===== src/hw/irt_pkg.sv =====
// constants for the infrared conversion timing block
// assumes a 10 MHz system clock and an AXI4-Lite master outside
package irt_pkg;
   // =====================================================
   // register indices; the byte address is four times the index
   localparam logic [7:0] IRT_IDX_RECOVERY = 8'h1d;
   localparam logic [7:0] IRT_IDX_GAIN     = 8'h1e;
   localparam logic [7:0] IRT_IDX_RANGE    = 8'h1f;
   localparam logic [7:0] IRT_IDX_STATUS   = 8'h20;
   localparam logic [7:0] IRT_IDX_MASK     = 8'h21;
   localparam logic [7:0] IRT_IDX_CONTROL  = 8'h22;
   localparam logic [7:0] IRT_IDX_STATE    = 8'h23;
   localparam logic [9:0] IRT_ADDR_RECOVERY = {IRT_IDX_RECOVERY, 2'b00};
   localparam logic [9:0] IRT_ADDR_GAIN     = {IRT_IDX_GAIN, 2'b00};
   localparam logic [9:0] IRT_ADDR_RANGE    = {IRT_IDX_RANGE, 2'b00};
   localparam logic [9:0] IRT_ADDR_STATUS   = {IRT_IDX_STATUS, 2'b00};
   localparam logic [9:0] IRT_ADDR_MASK     = {IRT_IDX_MASK, 2'b00};
   localparam logic [9:0] IRT_ADDR_CONTROL  = {IRT_IDX_CONTROL, 2'b00};
   localparam logic [9:0] IRT_ADDR_STATE    = {IRT_IDX_STATE, 2'b00};
   // =====================================================
   // fields and reset values
   localparam int         IRT_REC_LSB      = 4;
   localparam int         IRT_RANGE_BIT    = 5;
   localparam logic [7:0] IRT_RECOVERY_RST = 8'h70;
   localparam logic [7:0] IRT_GAIN_RST     = 8'h00;
   localparam logic [7:0] IRT_RANGE_RST    = 8'h00;
   localparam logic [7:0] IRT_REC_MASK     = 8'h70;
   localparam logic [7:0] IRT_GAIN_MASK    = 8'h07;
   localparam logic [7:0] IRT_RANGE_MASK   = 8'h3f;
   // status bits: 0 ir done, 1 vis done
   localparam int         IRT_EVT_W        = 2;
   // =====================================================
   // timing
   localparam int IRT_BASE_CLK_NS  = 50;
   localparam int IRT_SYS_CLK_NS   = 100;
   localparam int IRT_VIS_CYCLES   = 4;
   localparam logic [1:0] IRT_RESP_OKAY   = 2'b00;
   localparam logic [1:0] IRT_RESP_SLVERR = 2'b10;

   typedef enum logic [3:0] {
      IRT_IDLE    = 4'b0001,
      IRT_RECOVER = 4'b0010,
      IRT_CONVERT = 4'b0100,
      IRT_VISIBLE = 4'b1000
   } irt_state_t;

   // recovery length in base adc clocks: code 0 gives 1, code n gives 2^(n+2)-1
   function automatic logic [9:0] irt_rec_clocks(input logic [2:0] code);
      irt_rec_clocks = (code == 3'h0) ? 10'h001 : (10'h004 << code) - 10'h001;
   endfunction
endpackage


===== src/hw/irt_divider.sv =====
// adc clock divider: one tick every 2^gain enabled cycles
// assumes the caller restarts it at the start of each recovery and conversion phase; it runs free in idle
module irt_divider #(
   parameter int DIV_W = 8
) (
   // clock and control
   input  wire logic            aclk,
   input  wire logic            aresetn,
   input  wire logic            ce,
   input  wire logic            restart,
   input  wire logic [2:0]      gain,
   // tick out
   output logic                 tick
);
   if (DIV_W < 8) begin : g_width_chk
      $error("divider too narrow for gain 7");
   end
   logic [DIV_W-1:0] count;
   wire  [DIV_W-1:0] limit = DIV_W'((9'h001 << gain) - 9'h001);
   wire              at_end = (count >= limit);

   always_ff @(posedge aclk) begin
      if (!aresetn) begin
         count <= '0;
         tick  <= 1'b0;
      end else if (ce) begin
         count <= (restart || at_end) ? '0 : count + 1'b1;
         tick  <= !restart && at_end;
      end
   end
endmodule


===== src/hw/irt_top.sv =====
// infrared conversion timing control with AXI4-Lite registers
// assumes one 10 MHz clock; start and conversion-done come from the adc sequencer
// Functional notes
// - Before each infrared measurement the block waits 1,7,15,...,511 adc clocks by code.
// - Each adc clock of recovery is 50 ns stretched by two to the gain; the code counts one aclk instead, 100 ns at 10 MHz.
// - Recovery resets to 0x70, gain and range to zero.
// - The adc clock is divided by two to the gain field.
// - Gain codes run up to 7 in bits 2:0, factor 128.
// - Range bit 5 selects normal (0) or high signal range (1).
// - The interrupt pin is open drain, pulled low only.
module irt_top #(
   parameter int ADDR_W = 10
) (
   // clock, reset, enable
   input  wire logic              aclk,
   input  wire logic              aresetn,
   input  wire logic              ce,
   // axi4-lite write
   input  wire logic [ADDR_W-1:0] s_axi_awaddr,
   input  wire logic              s_axi_awvalid,
   output logic                   s_axi_awready,
   input  wire logic [31:0]       s_axi_wdata,
   input  wire logic [3:0]        s_axi_wstrb,
   input  wire logic              s_axi_wvalid,
   output logic                   s_axi_wready,
   output logic [1:0]             s_axi_bresp,
   output logic                   s_axi_bvalid,
   input  wire logic              s_axi_bready,
   // axi4-lite read
   input  wire logic [ADDR_W-1:0] s_axi_araddr,
   input  wire logic              s_axi_arvalid,
   output logic                   s_axi_arready,
   output logic [31:0]            s_axi_rdata,
   output logic [1:0]             s_axi_rresp,
   output logic                   s_axi_rvalid,
   input  wire logic              s_axi_rready,
   // adc sequencer
   input  wire logic              ir_start,
   input  wire logic              vis_start,
   input  wire logic              conv_done,
   output logic                   adc_sample,
   output logic                   adc_tick,
   output logic                   ambient_infrared_measurement,
   output logic                   ir_high_range_bit,
   output logic                   busy,
   // interrupt pin, open drain
   input  wire logic              int_in,
   output logic                   int_out,
   output logic                   int_oe_n
);
   import irt_pkg::*;

   // refused at elaboration: the map reaches byte address 0x8c
   if (ADDR_W < 10) begin : g_addr_chk
      $error("address too narrow for register map");
   end
   if (IRT_EVT_W > 6) begin : g_evt_chk
      $error("status view holds at most six event bits");
   end

   // =====================================================
   // registers
   logic [7:0]           recovery_reg;
   logic [7:0]           gain_reg;
   logic [7:0]           range_reg;
   logic [IRT_EVT_W-1:0] status;
   logic [IRT_EVT_W-1:0] mask;
   logic                 int_in_seen;
   irt_state_t           state;
   logic [9:0]           rec_left;
   logic [2:0]           vis_left;

   wire [2:0] ir_recovery_field         = recovery_reg[IRT_REC_LSB +: 3];
   wire [2:0] ir_integration_gain_field = gain_reg[2:0];

   // =====================================================
   // axi write channel: address and data taken in either order
   logic              aw_held;
   logic              w_held;
   logic [ADDR_W-1:0] aw_addr;
   logic [31:0]       w_data;
   logic [3:0]        w_strb;

   wire aw_take  = s_axi_awvalid && s_axi_awready;
   wire w_take   = s_axi_wvalid && s_axi_wready;
   wire wr_go    = aw_held && w_held && !s_axi_bvalid;
   wire wr_lane0 = wr_go && w_strb[0];
   wire [7:0] wr_byte = w_data[7:0];

   function automatic logic [3:0] irt_decode(input logic [ADDR_W-1:0] a);
      irt_decode = 4'h0;
      // misaligned addresses decode to nothing and answer with an error
      if (a[1:0] == 2'b00) begin
         unique case (10'(a))
            IRT_ADDR_RECOVERY: irt_decode = 4'h1;
            IRT_ADDR_GAIN:     irt_decode = 4'h2;
            IRT_ADDR_RANGE:    irt_decode = 4'h3;
            IRT_ADDR_STATUS:   irt_decode = 4'h4;
            IRT_ADDR_MASK:     irt_decode = 4'h5;
            IRT_ADDR_CONTROL:  irt_decode = 4'h6;
            IRT_ADDR_STATE:    irt_decode = 4'h7;
            default:           irt_decode = 4'h0;
         endcase
      end
   endfunction

   wire [3:0] wr_sel   = irt_decode(aw_addr);
   wire       wr_rec   = wr_lane0 && (wr_sel == 4'h1);
   wire       wr_gain  = wr_lane0 && (wr_sel == 4'h2);
   wire       wr_range = wr_lane0 && (wr_sel == 4'h3);
   wire       wr_stat  = wr_lane0 && (wr_sel == 4'h4);
   wire       wr_mask  = wr_lane0 && (wr_sel == 4'h5);
   wire       wr_ok    = (wr_sel != 4'h0) && (wr_sel != 4'h7);

   always_ff @(posedge aclk) begin
      if (!aresetn) begin
         aw_held       <= 1'b0;
         w_held        <= 1'b0;
         aw_addr       <= '0;
         w_data        <= '0;
         w_strb        <= '0;
         s_axi_awready <= 1'b0;
         s_axi_wready  <= 1'b0;
         s_axi_bvalid  <= 1'b0;
         s_axi_bresp   <= IRT_RESP_OKAY;
      end else if (ce) begin
         // a second write waits until its response has been taken
         s_axi_awready <= !aw_held && !aw_take && !s_axi_bvalid;
         s_axi_wready  <= !w_held && !w_take && !s_axi_bvalid;
         if (aw_take) begin
            aw_held <= 1'b1;
            aw_addr <= s_axi_awaddr;
         end
         if (w_take) begin
            w_held <= 1'b1;
            w_data <= s_axi_wdata;
            w_strb <= s_axi_wstrb;
         end
         if (wr_go) begin
            aw_held      <= 1'b0;
            w_held       <= 1'b0;
            s_axi_bvalid <= 1'b1;
            s_axi_bresp  <= wr_ok ? IRT_RESP_OKAY : IRT_RESP_SLVERR;
         end else if (s_axi_bvalid && s_axi_bready) begin
            s_axi_bvalid <= 1'b0;
         end
      end
   end

   // =====================================================
   // axi read channel
   wire [3:0] rd_sel  = irt_decode(s_axi_araddr);
   wire       ar_take = s_axi_arvalid && s_axi_arready;
   wire [7:0] state_view = {3'h0, int_in_seen, state};
   wire [7:0] rd_byte =
      (rd_sel == 4'h1) ? recovery_reg :
      (rd_sel == 4'h2) ? gain_reg :
      (rd_sel == 4'h3) ? range_reg :
      (rd_sel == 4'h4) ? {6'h00, status} :
      (rd_sel == 4'h5) ? {6'h00, mask} :
      (rd_sel == 4'h7) ? state_view : 8'h00;

   always_ff @(posedge aclk) begin
      if (!aresetn) begin
         s_axi_arready <= 1'b0;
         s_axi_rvalid  <= 1'b0;
         s_axi_rdata   <= '0;
         s_axi_rresp   <= IRT_RESP_OKAY;
      end else if (ce) begin
         // read data are captured with the address and stand until rready
         s_axi_arready <= !s_axi_rvalid && !ar_take;
         if (ar_take) begin
            s_axi_rvalid <= 1'b1;
            s_axi_rdata  <= {24'h000000, rd_byte};
            s_axi_rresp  <= (rd_sel == 4'h0) ? IRT_RESP_SLVERR : IRT_RESP_OKAY;
         end else if (s_axi_rvalid && s_axi_rready) begin
            s_axi_rvalid <= 1'b0;
         end
      end
   end

   // =====================================================
   // parameter entries
   always_ff @(posedge aclk) begin
      if (!aresetn) begin
         recovery_reg <= IRT_RECOVERY_RST;
         gain_reg     <= IRT_GAIN_RST;
         range_reg    <= IRT_RANGE_RST;
      end else if (ce) begin
         // recovery accepts any code, the inverse-of-gain pairing is advice only
         if (wr_rec) recovery_reg <= wr_byte & IRT_REC_MASK;
         // bits outside the gain field always read back as zero
         if (wr_gain) gain_reg <= wr_byte & IRT_GAIN_MASK;
         // reserved low bits are stored so a read-modify-write returns them
         if (wr_range) range_reg <= wr_byte & IRT_RANGE_MASK;
      end
   end

   // =====================================================
   // conversion sequencer
   logic       div_restart;
   logic       div_tick;
   irt_state_t next_state;

   wire       start_ir  = (state == IRT_IDLE) && ir_start;
   wire       start_vis = (state == IRT_IDLE) && !ir_start && vis_start;
   // a tick left over from the free-running idle count must not shorten recovery
   wire       tick_ok   = div_tick && !div_restart;
   wire       rec_last  = (state == IRT_RECOVER) && tick_ok && (rec_left == 10'h001);
   wire       ir_end    = (state == IRT_CONVERT) && conv_done;
   wire       vis_end   = (state == IRT_VISIBLE) && (vis_left == 3'h0);

   // one enabled aclk stands for one base adc clock; at 10 MHz that is 100 ns, not 50 ns,
   // so recovery times scale by two unless aclk runs at 20 MHz
   irt_divider #(.DIV_W(8)) u_div (
      .aclk    (aclk),
      .aresetn (aresetn),
      .ce      (ce),
      .restart (div_restart),
      .gain    (ir_integration_gain_field),
      .tick    (div_tick)
   );

   always_comb begin
      next_state = state;
      unique case (state)
         // infrared start wins when both starts arrive together
         IRT_IDLE:    if (start_ir) next_state = IRT_RECOVER;
                      else if (start_vis) next_state = IRT_VISIBLE;
         IRT_RECOVER: if (rec_last) next_state = IRT_CONVERT;
         IRT_CONVERT: if (ir_end) next_state = IRT_IDLE;
         IRT_VISIBLE: if (vis_end) next_state = IRT_IDLE;
      endcase
   end

   always_ff @(posedge aclk) begin
      if (!aresetn) begin
         state       <= IRT_IDLE;
         rec_left    <= '0;
         vis_left    <= '0;
         div_restart <= 1'b1;
      end else if (ce) begin
         state       <= next_state;
         div_restart <= start_ir || rec_last;
         if (start_ir) rec_left <= irt_rec_clocks(ir_recovery_field);
         else if ((state == IRT_RECOVER) && tick_ok) rec_left <= rec_left - 10'h001;
         // visible path runs a fixed count, independent of ir settings
         if (start_vis) vis_left <= 3'(IRT_VIS_CYCLES - 1);
         else if (state == IRT_VISIBLE) vis_left <= vis_left - 3'h1;
      end
   end

   // =====================================================
   // event flags: a new event wins over a clear in the same cycle
   wire [IRT_EVT_W-1:0] evt = {vis_end, ir_end};
   wire [IRT_EVT_W-1:0] clr = wr_stat ? wr_byte[IRT_EVT_W-1:0] : '0;
   wire [IRT_EVT_W-1:0] next_status;

   for (genvar gi = 0; gi < IRT_EVT_W; gi++) begin : g_evt
      assign next_status[gi] = evt[gi] || (status[gi] && !clr[gi]);
   end

   always_ff @(posedge aclk) begin
      if (!aresetn) begin
         status      <= '0;
         mask        <= '0;
         int_out     <= 1'b0;
         int_oe_n    <= 1'b1;
         int_in_seen <= 1'b0;
      end else if (ce) begin
         status      <= next_status;
         if (wr_mask) mask <= wr_byte[IRT_EVT_W-1:0];
         int_out     <= 1'b0;
         // the pin follows an enabled flag one cycle late
         int_oe_n    <= !(|(status & mask));
         // records a low line seen by the block; high level relies on the pull-up
         int_in_seen <= int_in_seen | !int_in;
      end
   end

   // =====================================================
   // sequencer outputs
   always_ff @(posedge aclk) begin
      if (!aresetn) begin
         adc_sample  <= 1'b0;
         adc_tick    <= 1'b0;
         busy        <= 1'b0;
         ambient_infrared_measurement <= 1'b0;
         ir_high_range_bit            <= 1'b0;
      end else if (ce) begin
         adc_sample  <= (next_state == IRT_CONVERT);
         // adc_tick mirrors the divider one cycle later for the converter
         adc_tick    <= div_tick;
         busy        <= (next_state != IRT_IDLE);
         ambient_infrared_measurement <= (next_state == IRT_RECOVER) ||
                                         (next_state == IRT_CONVERT);
         ir_high_range_bit <= range_reg[IRT_RANGE_BIT];
      end
   end
endmodule


===== config.mk =====
export PLATFORM = sky130hd
export DESIGN_NAME = irt_top
export DESIGN_NICKNAME = d
export VERILOG_FILES = /design/src/hw/irt_pkg.sv /design/src/hw/irt_divider.sv /design/src/hw/irt_top.sv
export SDC_FILE = /design/constraint.sdc
export NUM_CORES = 1
export LEC_CHECK = 0
export ABC_AREA = 1
export BUFFER_PORTS_ARGS = -buffer_cell sky130_fd_sc_hd__buf_4
export CORE_UTILIZATION = 35
export CTS_CLUSTER_DIAMETER = 200
export DETAILED_ROUTE_END_ITERATION = 8
export GPL_ROUTABILITY_DRIVEN = 1
export SYNTH_ARGS = -nofsm -noshare
export SYNTH_HDL_FRONTEND = slang
export SYNTH_SLANG_ARGS = --single-unit

===== constraint.sdc =====
create_clock -name aclk -period 4.5 [get_ports aclk]
set_input_delay 0.675 -clock aclk [delete_from_list [all_inputs] [get_ports aclk]]
set_output_delay 0.675 -clock aclk [all_outputs]
set_load 0.01 [all_outputs]

# Word level (Yosys, flattened, before mapping)
# Cells that the tools add are included.
# word_totals
regBits,87
in_bits,68
out_inout_bits,48
word_cells,183
# classes
n_addsub,5
n_lt_le_gt_ge,1
n_eq_ne,34
shifts,2
n_mux,33
bitwise_logic,2
n_reduce_logical,75
# ops
operator,n
$eq 10x8->1 const B,8
$eq 10x7->1 const B,6
$pmux 3 s7,2
$logic_and 1x1->1,30
$mux 10,3
$eq 4x3->1 const B,7
$reduce_and 2->1,14
$eq 4x2->1 const B,6
$mux 4,6
$sub 10x1->10 const B,2
$pmux 4 s4,1
$mux 5,3
$logic_not 1->1,13
$eq 4x1->1 const B,3
$mux 6,2
$reduce_bool 2->1,6
$eq 10x1->1 const B,1
$shl 3x3->10 const A,1
$mux 3,3
$add 8x1->8 const B,1
$ge 8x8->1,1
$mux 1,8
$mux 8,1
$shl 1x3->8 const A,1
other kinds (15),23

# Longest topological paths before layout
# logic_depth
depth_word,10
mapped_depth,12
mapped_depth_nobuf,12

# By module
# From an unflattened synthesis, not the netlist that was laid out.
# unflattened
hier_cells,659
area_unflattened_um2,4594.4
# modules_own_cells
module,n_inst,cells_each,area_each_um2,seq_area_each_um2
irt_top,1,565,3951.3,1501.4
irt_divider,1,94,643.1,180.2

# Worst setup path before layout
# OpenSTA, ideal clock, no wires.
# synth_timing
kind,input-to-reg
startpoint,input port s_axi_araddr[9]
endpoint,register s_axi_rdata[0]
setup_time_ns,0.132
arrival_ns,1.561
slack_ns,2.806
stages,9
n_path_buf,0
cell_sequence,nor2_1 nand3_1 nor2_1 and2_1 nor2_1 o21ai_0 nor2_1 nand2_1 a21oi_1
# synth_between
elab_chain_cells,10
word_cells_on_any_way,21
cone_classes,eq/ne (13); mux (8)
# synth_rtl
item,line_no,source
from (decl),irt_top.sv:30,"input wire logic [ADDR_W-1:0] s_axi_araddr,"
$eq 10x8->1 or $eq 10x7->1 (tied branches),irt_top.sv:94,unique case (10'(a))
$pmux 3 s7 *,irt_top.sv:94,
$mux 3 *,irt_top.sv:93,if (a[1:0] == 2'b00) begin
$eq 4x3->1,irt_top.sv:161,(rd_sel == 4'h7) ? state_view : 8'h00;
$mux 5,irt_top.sv:161,
$mux 5,irt_top.sv:160,"(rd_sel == 4'h5) ? {6'h00, mask} :"
$mux 5,irt_top.sv:159,"(rd_sel == 4'h4) ? {6'h00, status} :"
$mux 6,irt_top.sv:158,(rd_sel == 4'h3) ? range_reg :
$mux 6,irt_top.sv:157,(rd_sel == 4'h2) ? gain_reg :
$mux 7 *,irt_top.sv:156,(rd_sel == 4'h1) ? recovery_reg :
to (signal assigned),irt_top.sv:174,"s_axi_rdata <= {24'h000000, rd_byte};"
to (decl),irt_top.sv:33,"output logic [31:0] s_axi_rdata,"
# Every way passes the cells marked *; elsewhere a longest branch is shown, timed or not.
# A chain may end at the register's enable or synchronous reset.

# Worst setup path after layout
# layout_timing
startpoint,input port s_axi_araddr[9]
endpoint,register s_axi_rdata[1]
# The elaborated chain is that of the path after synthesis.

==> reports/metrics.csv <==
metric,value,unit
CP Cell Sequence,buf_4 -> nor2_1 -> nand3_1 -> nor2_1 -> and2_1 -> nor2_1 -> o21ai_0 -> nor2_1 -> nand2_1 -> a21oi_1,
Synth Area per Inst,7.10,um^2
crit end category,register,
final hold vios,0,
Tot Pwr,1.84,mW
Ys Warns,0,
fin. max-slew vios,0,
vias per cell,4.91,
post-synth top area share,36.8,%
setup_tns,0,ns
post_cts resized,0,
Switching Fraction,25.9,%
starting density of the core,36.1,%
initial antenna violation count,0,
Port Buffer Count,59,
final wirelength,10900,um
max-cap violation count,0,
cts hold-fix bufs,0,
Hold/Removal Path Class,register to register,
GR Util All Layers,17.0,%
Final Setup Violations,0,
Post-Place Cell Area,0.00502,mm^2
IO Pins,116,
Seq. cell area,0.00168,mm^2
post-DP HPWL,7940,um
TritonCTS clock tree,done,
pwr dens,343,mW/mm^2
DRC Markers,0,
RSZ-0062 raised after global routing,no,
first-pass GRT wire length,17900,um
via count,4270,
Area Overhead vs Synth,17.0,%
critical path arrival,2.34,ns
Sink Count,84,
P_leak,2.26,nW
DR iter-0 viols,263,
core area,0.0127,mm^2
fin nets,774,
"IR drop worst, VDD",0.160,mV
drt wl/cell,12.6,um
area of the die,0.0135,mm^2
CTS max path bufs,2,
part of the power in combinational logic,13.0,%
post-synthesis register bit count,84,
setup bufs post-CTS,0,
Worst Tran Pin Value,0.756,ns
"Period Utilization, post-route",47.5,%
clk_lat worst skew,0.34,ns
post-synthesis cell count,644,
Flop pwr share,43.2,%
Clk pwr share,43.7,%
run status,"finished, final reports clean",
WP buf/inv,1,
Crit Path Max Fanout,13,
Critical Path Source Type,input port,
root buffer cell,clkbuf_16,
internal power,1.36,mW
Die H,116,um
FF-to-FF setup slack,2.53,ns
f_max,468,MHz
total grt overflow,0,
Cell Rows,41,
vias in the first global route,3904,
H-tree depth,3,
Largest regs,"aw_addr: 10 flops, rec_left: 10 flops, u_div.count: 8 flops",
hold_ws,0.448,ns
Worst path top cell family by delay,simple AND/OR/NAND/NOR gates,
DR pass1 iterations,4,
Synth cell types,45,
slowest CP cell,nor2_1,
Num CTS Buffers,9,
cell area after synthesis,0.00457,mm^2
CP max stage delay,0.58,ns
clk slew on worst S/H paths,0.06,ns
Final Cell Area,0.00535,mm^2
layout cells sized above 1,14.9,%
Die W,116,um
CP Class,input port to register,
largest net degree at the start of global routing,47,
Ant. Diodes,0,
top area cells in the synthesized netlist,"dfxtp_1 (37%), nand2_1 (8.9%), a21oi_1 (7.7%)",
register area share after synthesis,36.8,%
Period minus WS final,2.14,ns
Psw,0.476,mW
RD Place Congestion,0.886,
multi-input logic area,0.00234,mm^2
fillcell total,1289,
CP required,4.70,ns
Antenna Nets Post-Route,0,
Yosys top cell by area,dfxtp_1,
slew margin rel.,49.4,%
Critical Path Most Common Cell,nor2_1,
Final Skew,0.00631,ns
per-layer routing:
| layer | part of all wire [%] | vias to the layer above | GRT usage (%) |
|---|---|---|---|
| li1 | - | 2174 | - |
| met1 | 46 | 1962 | 21.2 |
| met2 | 48 | 113 | 27.9 |
| met3 | 3.9 | 21 | 2.75 |
| met4 | 2.4 | 0 | 9.15 |
| met5 | 0 | - | 0 |
metrics by stage:
stage / setup WS [ns] / cells / utilization [%]
4_1_cts: 2.40 / 870 / 42.2
5_1_grt: 2.16 / 870 / 42.2
2_1_floorplan: 2.81 / 671 / -
3_5_place_dp: 2.04 / 854 / 39.6
6_report: 2.36 / 870 / 42.2
3_3_place_gp: 2.05 / 854 / 39.6
final timing paths:
kind,from,to,depth (start not counted)
hold reg to reg,aw_addr[8]$_SDFFE_PN0P_,aw_addr[8]$_SDFFE_PN0P_,2
hold / removal,aw_addr[8]$_SDFFE_PN0P_,aw_addr[8]$_SDFFE_PN0P_,2
setup / recovery,s_axi_araddr[9],s_axi_rdata[1]$_SDFFE_PN0P_,10
setup reg to reg,state[0]$_SDFFE_PN1P_,rec_left[6]$_SDFFE_PN0P_,5
cell families (layout without fill, tap and decap cells):
family / Yosys count / in the layout / share of synthesized area, %
simple gates: 250 / 250 / 25.8
flops: 84 / 84 / 36.8
xor+xnor: 6 / 6 / 1.15
buf+inv: 137 / 164 / 14.1
fa+ha+maj: 13 / 13 / 3.56
compound gates: 152 / 152 / 18.4
other cells: 2 / 29 / 0.164
synth_stat cells, drive strengths merged:
library cell / n
nand2: 110
inv: 87
dfxtp: 84
a21oi: 75
nor2: 63
o21ai: 54
buf: 36
nand3: 36
nand4: 19
clkbuf: 13
ha: 13
nor3: 8
nand3b: 7
o211ai: 7
o22ai: 5
xor2: 4
a211oi: 3
a31oi: 3
nor4: 3
and2: 2
conb: 2
xnor2: 2
a2111oi: 1
clkinv: 1
nor3b: 1
o21a: 1
o21bai: 1
o221ai: 1
o31ai: 1
or2: 1
power groups by stage:
stage	Combinational [mW]	Clock, mW	Sequential [mW]
2_1_floorplan	0.183	0	0.808
3_3_place_gp	0.233	0	0.809
3_5_place_dp	0.237	0	0.810
4_1_cts	0.239	0.821	0.793
5_1_grt	0.269	0.852	0.797
6_report	0.239	0.803	0.794
worst reg2reg max path: stages (launching register included):
cell and delay (ns):
dfxtp_1 0.48, nand4_2 0.40, a21oi_4 0.58, inv_1 0.19, o21bai_1 0.17, inv_1 0.05
final cells by class:
type                    count  area share [%]
repair buffers             60            8.42
inverters                  88            6.18
multi-input cells         450            43.8
clock inverters             6            1.61
clock buffers              10            4.47
well taps                 172            4.02
flip-flops and latches     84            31.4
placed cells by master (no fill, tap or decap), drive strengths merged, types with 13 or more instances in the layout:
master | Yosys | final
nand4 | 19 | 19
nand3 | 36 | 36
a21oi | 75 | 75
o21ai | 54 | 54
conb | 2 | 29
ha | 13 | 13
inv | 87 | 88
buf | 36 | 60
nor2 | 63 | 63
nand2 | 110 | 110
dfxtp | 84 | 84
No activity file was read; power rests on OpenSTA's default activity.
